[src/hw/sbr_cfg.svh]
// Register offsets, field positions, reset values and write masks of the backlight port
`ifndef SBR_CFG_SVH
`define SBR_CFG_SVH
`define SBR_ADDR_CLASS      4'h5
`define SBR_ADDR_BIT3       3
`define SBR_ADDR_WR         8'h58
`define SBR_ADDR_RD         8'h59
`define SBR_OFS_PWM         8'h00
`define SBR_OFS_CTRL        8'h01
`define SBR_OFS_FAULT       8'h02
`define SBR_OFS_ID          8'h03
`define SBR_OFS_DC          8'h07
`define SBR_OFS_CFG         8'h08
`define SBR_OFS_MASK        8'h09
`define SBR_RST_PWM         8'hFF
`define SBR_RST_CTRL        8'h00
`define SBR_RST_DC          8'hFF
`define SBR_RST_CFG         8'h03
`define SBR_RST_MASK        8'hFF
`define SBR_ID_VALUE        8'hA5 // Arbitrary neutral identity value
`define SBR_CTRL_MASK       8'h07
`define SBR_CFG_MASK        8'h07
`define SBR_BIT_BL_ON       0
`define SBR_BIT_SRC_SEL     1
`define SBR_BIT_UPD_STYLE   2
`endif

[src/hw/sbr_pkg.sv]
// Types shared by the backlight register port
package sbr_pkg;
   typedef enum logic [1:0] {
      SBR_DIM_BUS,
      SBR_DIM_EXT,
      SBR_DIM_COMBINED
   } sbr_dim_mode_t;

   typedef struct packed {
      logic two_channels_off;
      logic one_channel_off;
      logic input_overcurrent;
      logic thermal_trip;
   } sbr_faults_t;

   typedef struct packed {
      logic [7:0] addr;
      logic [7:0] data;
   } sbr_wr_t;
endpackage

[src/hw/sbr_sync.sv]
// Two-flop synchroniser for levels and toggles
`timescale 1ns/100ps
`default_nettype none
module sbr_sync #(
   parameter int WIDTH = 1
) (
   input  wire logic             CLK,
   input  wire logic             SRST,
   input  wire logic [WIDTH-1:0] D,
   output var  logic [WIDTH-1:0] Q
);
   logic [WIDTH-1:0] meta_r;

   // First stage feeds only the second stage
   always_ff @(posedge CLK) begin
      if (SRST) begin
         meta_r <= '0;
         Q      <= '0;
      end else begin
         meta_r <= D;
         Q      <= meta_r;
      end
   end
endmodule // sbr_sync
`default_nettype wire

[src/hw/sbr_port.sv]
// SMBus byte register bank of the backlight controller
`timescale 1ns/100ps
`default_nettype none
`include "sbr_cfg.svh"

// Summary of operation
// - Write takes address with write bit, command code, then data stored there.
// - Read takes address, command, repeated address with bit 0 set, returns byte.
// - Read returns current content of register indexed by earlier command code.
// - Device drives data line only for acknowledges and returned data bits.
// - Respond only when address upper nibble equals binary 0101.
// - Bit 3 of matched address byte must be one.
// - Address bit 0 gives direction; 0x58 writes, 0x59 reads.
// - Registers are eight bits, reached only through byte transactions.
// - Reserved bits hold zero and read back zero.
// - Update-style bit selects absolute or percentage brightness, resets zero.
// - Source select bit picks external input or bus registers, resets zero.
// - Backlight-on bit switches backlight on or off, resets off.
// - Status reports shutdowns, backlight state, overcurrent, thermal; fault is OR.
// - Duty level zero gives minimum output; 1 to 255 linear steps.
module sbr_port (
   input  wire logic                  CLK_SYS,
   input  wire logic                  SRST,
   input  wire logic                  SMB_CLK,
   input  wire logic                  SMB_DAT_I,
   output var  logic                  SMB_DAT_O,
   output var  logic                  SMB_DAT_OE,
   input  wire sbr_pkg::sbr_faults_t  FAULTS,
   input  wire logic                  BACKLIGHT_STATE,
   output var  logic [7:0]            PWM_DUTY_LEVEL,
   output var  logic                  PWM_MIN_OUTPUT,
   output var  logic [7:0]            DC_CURRENT_LEVEL,
   output var  logic [7:0]            CHANNEL_MASK,
   output var  logic                  SWITCH_RATE_SELECT,
   output var  logic [1:0]            SHORT_THRESHOLD_SELECT,
   output var  logic                  BACKLIGHT_ON,
   output var  logic                  PWM_UPDATE_STYLE,
   output var  logic                  EXT_SOURCE_SELECT,
   output var  sbr_pkg::sbr_dim_mode_t DIM_MODE
);
   import sbr_pkg::*;

   // ****************************************************************
   // Link side: the bus clock is the host's SCL, sampled at CLK_SYS
   // ****************************************************************
   // SCL only runs during frames and START/STOP are data edges while SCL
   // is high, so the protocol engine samples SCL/SDA at the system clock
   // after two flops; at 250 MHz a 30 ns bus clock gives ample margin.
   logic [1:0] pins_n;
   logic [1:0] pins_s;
   logic       scl_q_r;
   logic       sda_q_r;
   logic [4:0] levels_s;

   // Pins pass inverted so the zero reset of the flops equals the idle-high bus;
   // this keeps a false SCL edge out of the first cycles after reset
   sbr_sync #(.WIDTH(2)) u_sync (
      .CLK  (CLK_SYS),
      .SRST (SRST),
      .D    (~{SMB_CLK, SMB_DAT_I}),
      .Q    (pins_n)
   );
   assign pins_s = ~pins_n;

   // Fault and backlight levels come from the analog side
   sbr_sync #(.WIDTH(5)) u_sync_lvl (
      .CLK  (CLK_SYS),
      .SRST (SRST),
      .D    ({FAULTS, BACKLIGHT_STATE}),
      .Q    (levels_s)
   );

   // Previous sampled levels for edge detection
   always_ff @(posedge CLK_SYS) begin
      if (SRST) begin
         scl_q_r <= 1'b1;
         sda_q_r <= 1'b1;
      end else begin
         scl_q_r <= pins_s[1];
         sda_q_r <= pins_s[0];
      end
   end

   logic scl_rise;
   logic scl_fall;
   logic start_det;
   logic stop_det;
   assign scl_rise  = pins_s[1] & ~scl_q_r;
   assign scl_fall  = ~pins_s[1] & scl_q_r;
   assign start_det = pins_s[1] & scl_q_r & sda_q_r & ~pins_s[0];
   assign stop_det  = pins_s[1] & scl_q_r & ~sda_q_r & pins_s[0];

   // ****************************************************************
   // Protocol engine
   // ****************************************************************
   typedef enum logic [2:0] {
      ST_IDLE,
      ST_ADDR,
      ST_CMD,
      ST_WDATA,
      ST_RDATA,
      ST_RACK
   } sbr_state_t;

   sbr_state_t state_r;
   logic [7:0] shift_r;
   logic [3:0] bit_cnt_r;
   logic       ack_phase_r;
   logic       have_cmd_r;
   logic [7:0] cmd_r;
   logic [7:0] tx_r;
   logic       drive_r;
   logic       drive_val_r;
   logic       wr_stb_r;
   sbr_wr_t    wr_r;
   logic [7:0] rd_data;

   // Address match: class nibble, bit 3 set, direction in bit 0
   function automatic logic addr_match(input logic [7:0] a);
      addr_match = (a[7:4] == `SBR_ADDR_CLASS)
                 & a[`SBR_ADDR_BIT3]
                 & (a[2:1] == 2'b00);
   endfunction

   // Byte collection on SCL rising edges, MSB first
   always_ff @(posedge CLK_SYS) begin
      if (SRST || start_det) begin
         shift_r <= 8'h00;
      end else if (scl_rise && !ack_phase_r) begin
         shift_r <= {shift_r[6:0], pins_s[0]};
      end
   end

   // Transaction sequencing; byte ends at the eighth clock, the ninth is the acknowledge
   always_ff @(posedge CLK_SYS) begin
      if (SRST || stop_det) begin
         state_r     <= ST_IDLE;
         bit_cnt_r   <= 4'h0;
         ack_phase_r <= 1'b0;
         have_cmd_r  <= 1'b0;
         cmd_r       <= 8'h00;
         wr_stb_r    <= 1'b0;
         wr_r        <= '0;
      end else if (start_det) begin
         // Repeated START keeps the command for the read turnaround
         state_r     <= ST_ADDR;
         bit_cnt_r   <= 4'h0;
         ack_phase_r <= 1'b0;
         wr_stb_r    <= 1'b0;
      end else begin
         wr_stb_r <= 1'b0;
         if (scl_rise && ack_phase_r) begin
            // Host ACK/NACK after a returned byte
            if (state_r == ST_RACK) begin
               state_r <= pins_s[0] ? ST_IDLE : ST_RDATA;
            end
         end else if (scl_rise && state_r != ST_IDLE) begin
            bit_cnt_r <= bit_cnt_r + 4'h1;
         end
         if (scl_fall && ack_phase_r) begin
            ack_phase_r <= 1'b0;
            bit_cnt_r   <= 4'h0;
         end else if (scl_fall && bit_cnt_r == 4'h8) begin
            ack_phase_r <= 1'b1;
            case (state_r)
               ST_ADDR: begin
                  if (addr_match(shift_r) && !shift_r[0]) begin
                     state_r  <= ST_CMD;
                  end else if (addr_match(shift_r) && have_cmd_r) begin
                     state_r  <= ST_RDATA;
                  end else begin
                     state_r  <= ST_IDLE;
                  end
               end
               ST_CMD: begin
                  cmd_r      <= shift_r;
                  have_cmd_r <= 1'b1;
                  state_r    <= ST_WDATA;
               end
               ST_WDATA: begin
                  // One data byte per write; extra bytes are refused
                  wr_r     <= '{addr: cmd_r, data: shift_r};
                  wr_stb_r <= 1'b1;
                  state_r  <= ST_IDLE;
               end
               ST_RDATA: begin
                  state_r <= ST_RACK;
               end
               default: begin
                  state_r <= ST_IDLE;
               end
            endcase
         end
      end
   end

   // Read byte latched when the read address is acknowledged
   always_ff @(posedge CLK_SYS) begin
      if (SRST) begin
         tx_r <= 8'h00;
      end else if (state_r == ST_RDATA && ack_phase_r && scl_fall) begin
         tx_r <= rd_data;
      end else if (state_r == ST_RDATA && scl_fall && bit_cnt_r != 4'h0) begin
         tx_r <= {tx_r[6:0], 1'b0};
      end
   end

   // Open-drain data drive: low for ACK, data bits while reading
   always_ff @(posedge CLK_SYS) begin
      if (SRST || stop_det || start_det) begin
         drive_r     <= 1'b0;
         drive_val_r <= 1'b1;
      end else if (scl_fall) begin
         if (bit_cnt_r == 4'h8 && state_r != ST_RDATA && !ack_phase_r) begin
            // Read address without a command earlier in the frame is refused
            drive_r     <= (addr_match(shift_r) && (!shift_r[0] || have_cmd_r))
                           || state_r != ST_ADDR;
            drive_val_r <= 1'b0;
         end else if (state_r == ST_RDATA && ack_phase_r) begin
            drive_r     <= ~rd_data[7];
            drive_val_r <= 1'b0;
         end else if (state_r == ST_RDATA && bit_cnt_r < 4'h8 && bit_cnt_r != 4'h0) begin
            drive_r     <= ~tx_r[6];
            drive_val_r <= 1'b0;
         end else begin
            drive_r     <= 1'b0;
            drive_val_r <= 1'b1;
         end
      end
   end

   assign SMB_DAT_O  = drive_val_r;
   assign SMB_DAT_OE = drive_r;

   // ****************************************************************
   // Register bank
   // ****************************************************************
   logic [7:0] pwm_r;
   logic [7:0] ctrl_r;
   logic [7:0] dc_r;
   logic [7:0] cfg_r;
   logic [7:0] mask_r;
   logic [7:0] status;

   // Only listed writable indices take a write; others are dropped
   always_ff @(posedge CLK_SYS) begin
      if (SRST) begin
         pwm_r  <= `SBR_RST_PWM;
         ctrl_r <= `SBR_RST_CTRL;
         dc_r   <= `SBR_RST_DC;
         cfg_r  <= `SBR_RST_CFG;
         mask_r <= `SBR_RST_MASK;
      end else if (wr_stb_r) begin
         if (wr_r.addr == `SBR_OFS_PWM) begin
            pwm_r <= wr_r.data;
         end else if (wr_r.addr == `SBR_OFS_CTRL) begin
            ctrl_r <= wr_r.data & `SBR_CTRL_MASK;
         end else if (wr_r.addr == `SBR_OFS_DC) begin
            dc_r <= wr_r.data;
         end else if (wr_r.addr == `SBR_OFS_CFG) begin
            cfg_r <= wr_r.data & `SBR_CFG_MASK;
         end else if (wr_r.addr == `SBR_OFS_MASK) begin
            mask_r <= wr_r.data;
         end
         // Status, identification and unlisted: no change
      end
   end

   // Status byte built live from the synchronised fault levels
   assign status = {2'b00, levels_s[4], levels_s[3], levels_s[0], levels_s[2], levels_s[1],
                    |levels_s[4:1]};

   // Read decode; unlisted indices read as zero
   always_comb begin
      if (cmd_r == `SBR_OFS_PWM) begin
         rd_data = pwm_r;
      end else if (cmd_r == `SBR_OFS_CTRL) begin
         rd_data = ctrl_r;
      end else if (cmd_r == `SBR_OFS_FAULT) begin
         rd_data = status;
      end else if (cmd_r == `SBR_OFS_ID) begin
         rd_data = `SBR_ID_VALUE; // Arbitrary neutral identity
      end else if (cmd_r == `SBR_OFS_DC) begin
         rd_data = dc_r;
      end else if (cmd_r == `SBR_OFS_CFG) begin
         rd_data = cfg_r;
      end else if (cmd_r == `SBR_OFS_MASK) begin
         rd_data = mask_r;
      end else begin
         rd_data = 8'h00;
      end
   end

   // ****************************************************************
   // Control outputs
   // ****************************************************************
   assign PWM_DUTY_LEVEL         = pwm_r;
   assign PWM_MIN_OUTPUT         = (pwm_r == 8'h00);
   assign DC_CURRENT_LEVEL       = dc_r;
   assign CHANNEL_MASK           = mask_r;
   assign SWITCH_RATE_SELECT     = cfg_r[2];
   assign SHORT_THRESHOLD_SELECT = cfg_r[1:0];
   assign BACKLIGHT_ON           = ctrl_r[`SBR_BIT_BL_ON];
   assign PWM_UPDATE_STYLE       = ctrl_r[`SBR_BIT_UPD_STYLE];
   assign EXT_SOURCE_SELECT      = ctrl_r[`SBR_BIT_SRC_SEL];

   // Source select overrides update style
   always_comb begin
      if (ctrl_r[`SBR_BIT_SRC_SEL]) begin
         DIM_MODE = SBR_DIM_EXT;
      end else if (ctrl_r[`SBR_BIT_UPD_STYLE]) begin
         DIM_MODE = SBR_DIM_BUS;
      end else begin
         DIM_MODE = SBR_DIM_COMBINED;
      end
   end
endmodule // sbr_port
`default_nettype wire

[config.mk]
export PLATFORM = sky130hd
export DESIGN_NAME = sbr_port
export DESIGN_NICKNAME = d
export VERILOG_FILES = /design/src/hw/sbr_pkg.sv /design/src/hw/sbr_sync.sv /design/src/hw/sbr_port.sv
export VERILOG_INCLUDE_DIRS = /design/src /design/src/hw
export SDC_FILE = /design/constraint.sdc
export NUM_CORES = 1
export LEC_CHECK = 0
export ABC_AREA = 1
export ABC_CLOCK_PERIOD_IN_PS = 3420
export CORE_MARGIN = 1.5
export CORE_UTILIZATION = 55
export DETAILED_ROUTE_END_ITERATION = 6
export DONT_BUFFER_PORTS = 1
export PLACE_DENSITY = 0.8
export SLEW_MARGIN = 20
export SYNTH_ARGS = -nofsm -noshare
export SYNTH_HDL_FRONTEND = slang
export SYNTH_SLANG_ARGS = --single-unit
[constraint.sdc]
create_clock -name CLK_SYS -period 3.42 [get_ports CLK_SYS]
set_clock_uncertainty 0.15 [all_clocks]
set_input_delay 0.171 -clock CLK_SYS [delete_from_list [all_inputs] [get_ports CLK_SYS]]
set_output_delay 0.171 -clock CLK_SYS [all_outputs]
set_load 0.01 [all_outputs]
==> results of run 1 <==
==> placed cells by master, fill, tap and decap left out, drive strengths merged, types with 2 or more instances in the layout <==
| cell type | n |
|---|---|
| a31oi | 2 |
| nor3b | 2 |
| inv | 84 |
| clkinvlp | 2 |
| nand4 | 10 |
| dlygate4sd3 | 9 |
| nor3 | 15 |
| clkinv | 4 |
| nand2 | 91 |
| o211ai | 28 |
| clkbuf | 10 |
| nor2 | 47 |
| o21ai | 49 |
| nand3 | 31 |
| dfxtp | 97 |
| a21oi | 59 |
| ha | 2 |
==> power groups by stage <==
stage | clock [mW] | sequential (mW) | combinational, mW
after floorplan | 0 | 1.17 | 0.0409
after global placement | 0 | 1.18 | 0.0447
after detailed placement | 0 | 1.18 | 0.0469
after CTS | 0.751 | 1.15 | 0.0593
after global routing | 0.796 | 1.15 | 0.0674
final | 0.738 | 1.15 | 0.0603
==> cell usage after synthesis (all sizes together) <==
cell type,n,share of area (%)
o21ai,49,6.0
clkinv,2,0.21
ha,2,0.60
nor4,1,0.15
a21o,1,0.18
dfxtp,97,47
o21bai,1,0.18
or4,1,0.18
nor3,15,1.9
nand3,31,4.0
and3,1,0.15
clkbuf,7,0.63
a21oi,59,7.6
inv,83,7.6
nor2,47,5.6
nand4,10,1.7
a31oi,2,0.66
o311ai,1,0.21
o211ai,28,5.1
nand2,91,8.4
o31ai,1,0.18
buf,11,1.5
nor3b,2,0.36
==> area by class of cell <==
cell class / count / share of cell area (%)
inverter: 85 / 7.22
sequential: 97 / 43.5
multi-input combinational: 343 / 40.0
clock inverter: 6 / 1.51
timing repair buffer: 10 / 2.18
tap: 99 / 2.77
clock buffer: 10 / 2.86
==> critical path: cells and delay by family <==
kind	cells	cell delay, ns
buffers and inverters	3	1.21
AOI/OAI and AO/OA	3	0.84
and+or+nand+nor	1	0.21
==> timing repair <==
item                      in CTS  in global routing
hold endpoints to repair      54                  0
hold buffers                   9                  0
buffers inserted               0                  0
==> worst max path at each step <==
stage | from | end | cells past startpoint
floorplan | bit_cnt_r[0] | wr_r[7] | 10
global placement | bit_cnt_r[0] | wr_r[2] | 9
detailed placement | bit_cnt_r[0] | wr_r[1] | 9
CTS | SRST | SMB_DAT_O | 7
global route | bit_cnt_r[0] | wr_r[5] | 9
finish | SRST | SMB_DAT_O | 7
==> metrics by stage <==
stage,hold WS [ns],area (um^2)
after floorplan,0.0877,4140
after global placement,0.0888,4180
after detailed placement,0.0956,4180
after CTS,0.252,4470
after global routing,0.269,4470
final,0.257,4470
==> cells by family (layout without fill, tap and decap cells) <==
kind of cell / count (synthesis) / after routing
buffers and inverters: 103 / 111
DFF: 97 / 97
AOI/OAI and AO/OA: 142 / 142
and+or+nand+nor: 199 / 199
adders and majority gates: 2 / 2
==> flip-flops by register name (all words and copies together), names as in the netlist, 2 cells and up <==
| signal | count |
|---|---|
| u_sync_lvl.meta_r | 5 |
| PWM_DUTY_LEVEL | 8 |
| u_sync.Q | 2 |
| tx_r | 7 |
| u_sync.meta_r | 2 |
| u_sync_lvl.Q | 5 |
| state_r | 3 |
| DC_CURRENT_LEVEL | 8 |
| shift_r | 8 |
| bit_cnt_r | 4 |
| cmd_r | 8 |
| wr_r | 16 |
| ctrl_r | 3 |
| cfg_r | 3 |
| CHANNEL_MASK | 8 |
==> routing by layer <==
| metal | part of all wire [%] | vias up | wire length, um | global-route usage, % |
|---|---|---|---|---|
| li1 | - | 1805 | - | - |
| met1 | 44 | 1669 | 4300 | 31.6 |
| met2 | 47 | 119 | 4600 | 41.0 |
| met3 | 6.2 | 20 | 602 | 5.25 |
| met4 | 2.3 | 0 | 221 | 11.0 |
| met5 | 0 | - | 0 | 0 |
==> metrics.txt, run 1 <==
sequential share of power=59.0%; initial antenna violation count=0; I/O Buffers=0; site row count=31; crit-path cells=dlygate4sd3_1 > a31oi_4 > inv_1 > nor2_1 > inv_1 > a21oi_1 > o31ai_1; Die Wd=89.8 um; WS Path Type=in2reg; full die area=8060 um^2; Antenna diodes=0; first-iteration detailed-routing DRC count=241; final std cells w/o fill=650; critical path startpoint category=input port; Worst EP arrival=2.43 ns; Mapped Area=4140 um^2; fin crit share=68.0%; Max-slew headroom=31.0%; post_cts resized=0; syn_area_per_cell=7.63 um^2; r2r setup slk=1.13 ns; Max Cap Viol=0; gpl congestion=0.976; RR Endpoint=wr_r[5]; die height=89.8 um; Seq cells post-synth=97; CTS tree=built; total congestion overflow=0; largest family of logic cells by synthesized area=simple AND/OR/NAND/NOR gates; Critical R2R Launch=bit_cnt_r[0]; DRT Pass-1 Iters=5; HPWL Detailed=6980 um; pin count of the biggest net entering global routing=34; Int Pwr=1.50 mW; Initial Util=57.1%; switch share=22.9%; Max Clk Rate=430 MHz; Critical Path Most Common Cell=inv_1; Worst Hold Class=reg2reg; Root Buffer=clkbuf_8; WL per Instance=14.9 um; Net Count, Synth=554; Psw=0.447 mW; Worst VDD drop=0.203 mV; CTS Buf Count=9; WP data required=3.53 ns; Vias/cell=5.56; fin nets=557; Hold Vio Cnt, Final=0; FF-to-FF path depth=9; sequential-to-total area share from yosys stat=46.9%; Yosys cell types=39; max incr delay on CP=0.88 ns; I/O pins=44; Worst Hold Launch=u_sync_lvl.meta_r[1]; Tot Pwr=1.95 mW; crit path time final=2.33 ns; Layout area overhead=7.89%; vias in the first global route=3363; Logic pwr share=3.1%; mux cell area share after synthesis=0%; share of cells above drive strength 1=8.71%; Crit-path slowest cell=dlygate4sd3_1; post-synthesis adder-cell area fraction=0.604%; Power Dens Cells=436 nW/um^2; CTS Buffer Depth=2; clock slew at reported path FFs=0.10 ns; Worst Setup Slack, final=1.09 ns; fill cell count=651; clk sinks=97; Hold Path Sink=u_sync_lvl.Q[1]; Seq. cell area=1940 um^2; Final Util=61.6%; clock latency on the worst-skew pair=0.36 ns; status=finished clean; final setup fails=0; Hold Path Stages=2; drt drc=0; area of the multi-input gates=1790 um^2; Setup WS pre-CTS=1.16 ns; H-Tree Depth=3; post-synthesis xor/xnor area fraction=0%; post-synthesis simple-gate area fraction=22.4%; worst-margin pin slew=1.03 ns; Pleak=1.85 nW; Core ar.=7250 um^2; first-pass GRT wire length=16200 um; total track usage=24.9%; Synthesis Warnings=0; Post-DRT Antenna Nets=0; kind of end point of the critical path=register; crit-path max FO=25; Inst Count DP=625; final slew viol count=0; Synth Instances=543; via total after detailed routing=3613; Clk pwr share=37.9%; Compound-Gate Fraction of Synth Area=20.1%; WL final=9710 um; Setup TNS=0 ns; RSZ-0062 raised after global routing=false
(Power assumes the default switching activity.)
==> run 2: changes to the inputs <==
ABC_CLOCK_PERIOD_IN_PS = 2400   (was 3420)
clock period = 2.4 ns   (was 3.42 ns; I/O delays follow)
==> metrics.txt, run 2 (same netlist as run 1, synthesis figures left out) <==
status=finished clean; Core ar.=7250 um^2; die height=89.8 um; full die area=8060 um^2; via total after detailed routing=3619; Hold Path Sink=scl_q_r; post_cts resized=0; largest register by flop count=wr_r; Max-slew headroom=40.4%; HPWL Detailed=7070 um; FF-to-FF path depth=10; CTS Buffer Depth=2; Inst Count DP=629; drt drc=0; worst-margin pin slew=0.891 ns; share of cells above drive strength 1=9.04%; Hold Vio Cnt, Final=0; I/O Buffers=0; M1 wire length=4260 um; DR top layer=met4; most frequent cells in the layout=97 x dfxtp_1, 88 x nand2_1, 74 x inv_1; Crit-path slowest cell=or4_1; CTS tree=built; fin nets=561; Hold Path Stages=2; Largest delay share family, worst path=simple AND/OR/NAND/NOR gates; first-pass GRT wire length=16600 um; Initial Util=57.1%; final setup fails=0; Critical R2R Launch=bit_cnt_r[0]; Worst EP arrival=1.69 ns; Worst VDD drop=0.458 mV; pin count of the biggest net entering global routing=34; critical path startpoint category=register; final slew viol count=0; WL per Instance=14.9 um; Pleak=1.87 nW; WP data required=2.13 ns; fin crit share=81.6%; Post-DRT Antenna Nets=0; Worst Hold Launch=SRST; most common cell after layout, fill and taps aside=dfxtp_1; Layout area overhead=8.34%; total track usage=25.4%; gpl congestion=0.942; initial antenna violation count=0; max reg flops=16; WL final=9750 um; clk sinks=97; site row count=31; H-Tree Depth=3; Root Buffer=clkbuf_8; final std cells w/o fill=652; r2r setup slk=0.47 ns; post-route cell area=4490 um^2; kind of end point of the critical path=primary output; Met2 Wirelength=4760 um; crit-path cells=or4_1 > nor4_1; Power Dens Cells=612 nW/um^2; Worst Hold Class=in2reg; fill cell count=637; crit path buf inv count=0; total congestion overflow=0; CTS Buf Count=9; Antenna diodes=0; met3 wire len=560 um; WS Path Type=reg2out; RR Endpoint=wr_r[2]; first-iteration detailed-routing DRC count=297; vias in the first global route=3404; Crit. path cell count=2; clock latency on the worst-skew pair=0.35 ns; Max Clk Rate=511 MHz; hold-fix buffers at CTS=9; crit path time final=1.96 ns; Max Cap Viol=0; clock slew at reported path FFs=0.09 ns; RSZ-0062 raised after global routing=false; setup bufs post-CTS=0; placed instance area=4210 um^2; Setup TNS=0 ns; Die Wd=89.8 um; Vias/cell=5.55; crit-path max FO=4; max incr delay on CP=0.54 ns; I/O pins=44; DRT Pass-1 Iters=5; Tot Pwr=2.75 mW
==> run 2: cell types whose count changed in the layout (fill, tap and decap cells not counted), sizes merged <==
cell,delta
clkinvlp,-1
clkbuf,+1
inv,-1
buf,+4
clkinv,-1
==> run 2: per-layer routing <==
metal / vias to the layer above / GRT usage (%)
met3: 13 / 7.11
met4: 0 / 7.41
li1: 1807 / -
met5: - / 0
met2: 102 / 42.6
met1: 1697 / 31.9
==> run 2: how the worst max path moves through the flow <==
stage,from,end,slack (ns)
floorplan,bit_cnt_r[0],wr_r[7],0.82
global placement,bit_cnt_r[0],wr_r[2],0.58
detailed placement,bit_cnt_r[0],wr_r[2],0.50
CTS,PWM_DUTY_LEVEL[4],PWM_MIN_OUTPUT,0.41
global route,bit_cnt_r[0],cmd_r[1],0.33
finish,PWM_DUTY_LEVEL[4],PWM_MIN_OUTPUT,0.44
==> run 2: layout make-up <==
cell class	count	area [um^2]	area share, %
multi-input combinational	343	1790	39.8
tap	99	124	2.76
clock buffer	11	141	3.15
timing repair buffer	14	128	2.84
sequential	97	1940	43.3
clock inverter	3	42.5	0.948
inverter	85	323	7.19
==> run 2: where the power goes <==
| group | total (mW) | internal, mW | switching [mW] |
|---|---|---|---|
| Combinational | 0.0887 | 0.0305 | 0.0582 |
| Sequential | 1.64 | 1.63 | 0.0129 |
| Clock | 1.02 | 0.498 | 0.521 |
| Total | 2.75 | 2.15 | 0.592 |
==> run 2: stage by stage <==
| stage | utilization [%] | setup WS (ns) | hold WS, ns |
|---|---|---|---|
| 2_1_floorplan | - | 0.823 | 0.0367 |
| 3_3_place_gp | 58.1 | 0.583 | 0.0375 |
| 4_1_cts | 61.9 | 0.406 | 0.106 |
| 3_5_place_dp | 58.1 | 0.505 | 0.0438 |
| 5_1_grt | 61.9 | 0.332 | 0.116 |
| 6_report | 61.9 | 0.442 | 0.114 |
==> run 3: changes to the inputs <==
ABC_CLOCK_PERIOD_IN_PS = 1700   (was 2400)
PLACE_DENSITY = 0.83   (was 0.8)
clock period = 1.7 ns   (was 2.4 ns; I/O delays follow)
==> metrics.txt, run 3 (same netlist as run 1, synthesis figures left out) <==
gpl congestion=0.862; critical path startpoint category=register; max incr delay on CP=0.33 ns; Post-DRT Antenna Nets=0; kind of end point of the critical path=register; fin crit share=110%; WL final=12900 um; Power Dens Cells=777 nW/um^2; Worst EP arrival=2.01 ns; clk sinks=97; DRT Pass-1 Iters=6; violated checks=setup timing; Root Buffer=clkbuf_8; pin count of the biggest net entering global routing=25; Max Clk Rate=536 MHz; Max Cap Viol=0; I/O pins=44; GR Util met2=45.0%; crit-path cells=inv_2 > ha_4 > nand2_2 > inv_2 > nand3_4 > nor2_4 > inv_2 > nor2_4 > buf_12 > o21ai_0 > a21oi_1; Pleak=2.22 nW; share of cells above drive strength 1=27.0%; full die area=8060 um^2; clock latency on the worst-skew pair=0.37 ns; first-iteration detailed-routing DRC count=551; Vias/cell=6.02; worst-margin pin slew=1.04 ns; Hold Vio Cnt, Final=0; met3 Use GR=6.85%; status=finished, violations left; CTS tree=built; total congestion overflow=0; via total after detailed routing=4212; final slew viol count=0; RSZ-0062 raised after global routing=true; most frequent cells in the layout=85 x dfxtp_1, 83 x nand2_1, 71 x inv_1; total track usage=26.6%; WP data required=1.84 ns; Layout area overhead=27.5%; clock slew at reported path FFs=0.10 ns; final setup fails=35; placed instance area=4420 um^2; largest register by flop count=wr_r; H-Tree Depth=3; met1 usage=31.0%; Antenna diodes=0; HPWL Detailed=7420 um; site row count=31; Crit-path slowest cell=dfxtp_2; most common cell after layout, fill and taps aside=dfxtp_1; Max-slew headroom=30.4%; Critical Path Most Common Cell=inv_2; drt drc=0; Worst VDD drop=0.574 mV; first-pass GRT wire length=17200 um; Tot Pwr=4.10 mW; initial antenna violation count=0; I/O Buffers=0; fin nets=607; Worst Setup Slack, final=-0.166 ns; layer carrying the most global-route usage=met2; WL per Instance=18.5 um; post-route cell area=5280 um^2; CTS Buf Count=9; crit-path max FO=12; crit path time final=1.87 ns; Core ar.=7250 um^2; Worst Hold Class=in2reg; CTS Buffer Depth=2; Initial Util=57.1%; die height=89.8 um; vias in the first global route=3625; Die Wd=89.8 um; WS Path Type=reg2reg; max reg flops=16
-- run 3: layout make-up --
cell class / count / area [um^2]
Clock inverter: 5 / 80.1
Tap cell: 99 / 124
Clock buffer: 11 / 131
Timing Repair Buffer: 59 / 576
Inverter: 85 / 332
Sequential cell: 97 / 1960
Multi-Input combinational cell: 343 / 2070
Timing Repair inverter: 1 / 7.51
Fill cell: 474 / 1970
-- run 3: timing repair --
action / CTS / global route
pin swaps: 5 / 21
buffers inserted: 5 / 12
endpoints found under the setup margin: 6 / 82
endpoints found under the hold margin: 83 / 0
gates cloned: 1 / 4
gates resized for setup: 7 / 108
hold buffers: 10 / 0
-- run 3: worst paths after layout --
| check | slack, ns | start | to | depth (start not counted) |
|---|---|---|---|---|
| max reg2reg | -0.17 | bit_cnt_r[1] | cmd_r[0] | 11 |
| min reg2reg | 0.26 | u_sync_lvl.meta_r[1] | u_sync_lvl.Q[1] | 2 |
| max | -0.17 | bit_cnt_r[1] | cmd_r[0] | 11 |
| min | 0.18 | SRST | u_sync_lvl.Q[2] | 2 |
-- run 3: worst max-delay path: cells and delay by family (launching register included) --
family,cells,cell delay [ns]
AOI/OAI and AO/OA,2,0.30
adders and majority gates,1,0.12
buffers and inverters,4,0.41
DFF,1,0.33
and+or+nand+nor,4,0.48
-- run 3: metrics by stage --
stage,instances,setup TNS (ns),hold slack [ns],util [%],setup slack (ns)
CTS,684,-0.556,0.170,66.1,-0.0819
floorplan,543,0,0.00169,-,0.123
detailed placement,653,-0.110,0.00673,60.9,-0.0409
global route,700,-4.27,0.176,72.8,-0.230
global placement,653,0,0.00349,60.9,0.0478
finish,700,-1.80,0.175,72.8,-0.166
-- run 3: metal layers --
metal,vias to the layer above,part of all wire [%]
met5,-,0
met4,0,5.3
met3,73,9.0
met2,273,49
met1,1962,37
li1,1904,-
-- run 3: where the power goes --
group          total (mW)  leakage [nW]  internal [mW]  switching (mW)
Clock                1.62        0.0995          0.828           0.789
Sequential           2.32         0.791           2.30          0.0224
Combinational       0.168          1.33         0.0601           0.108
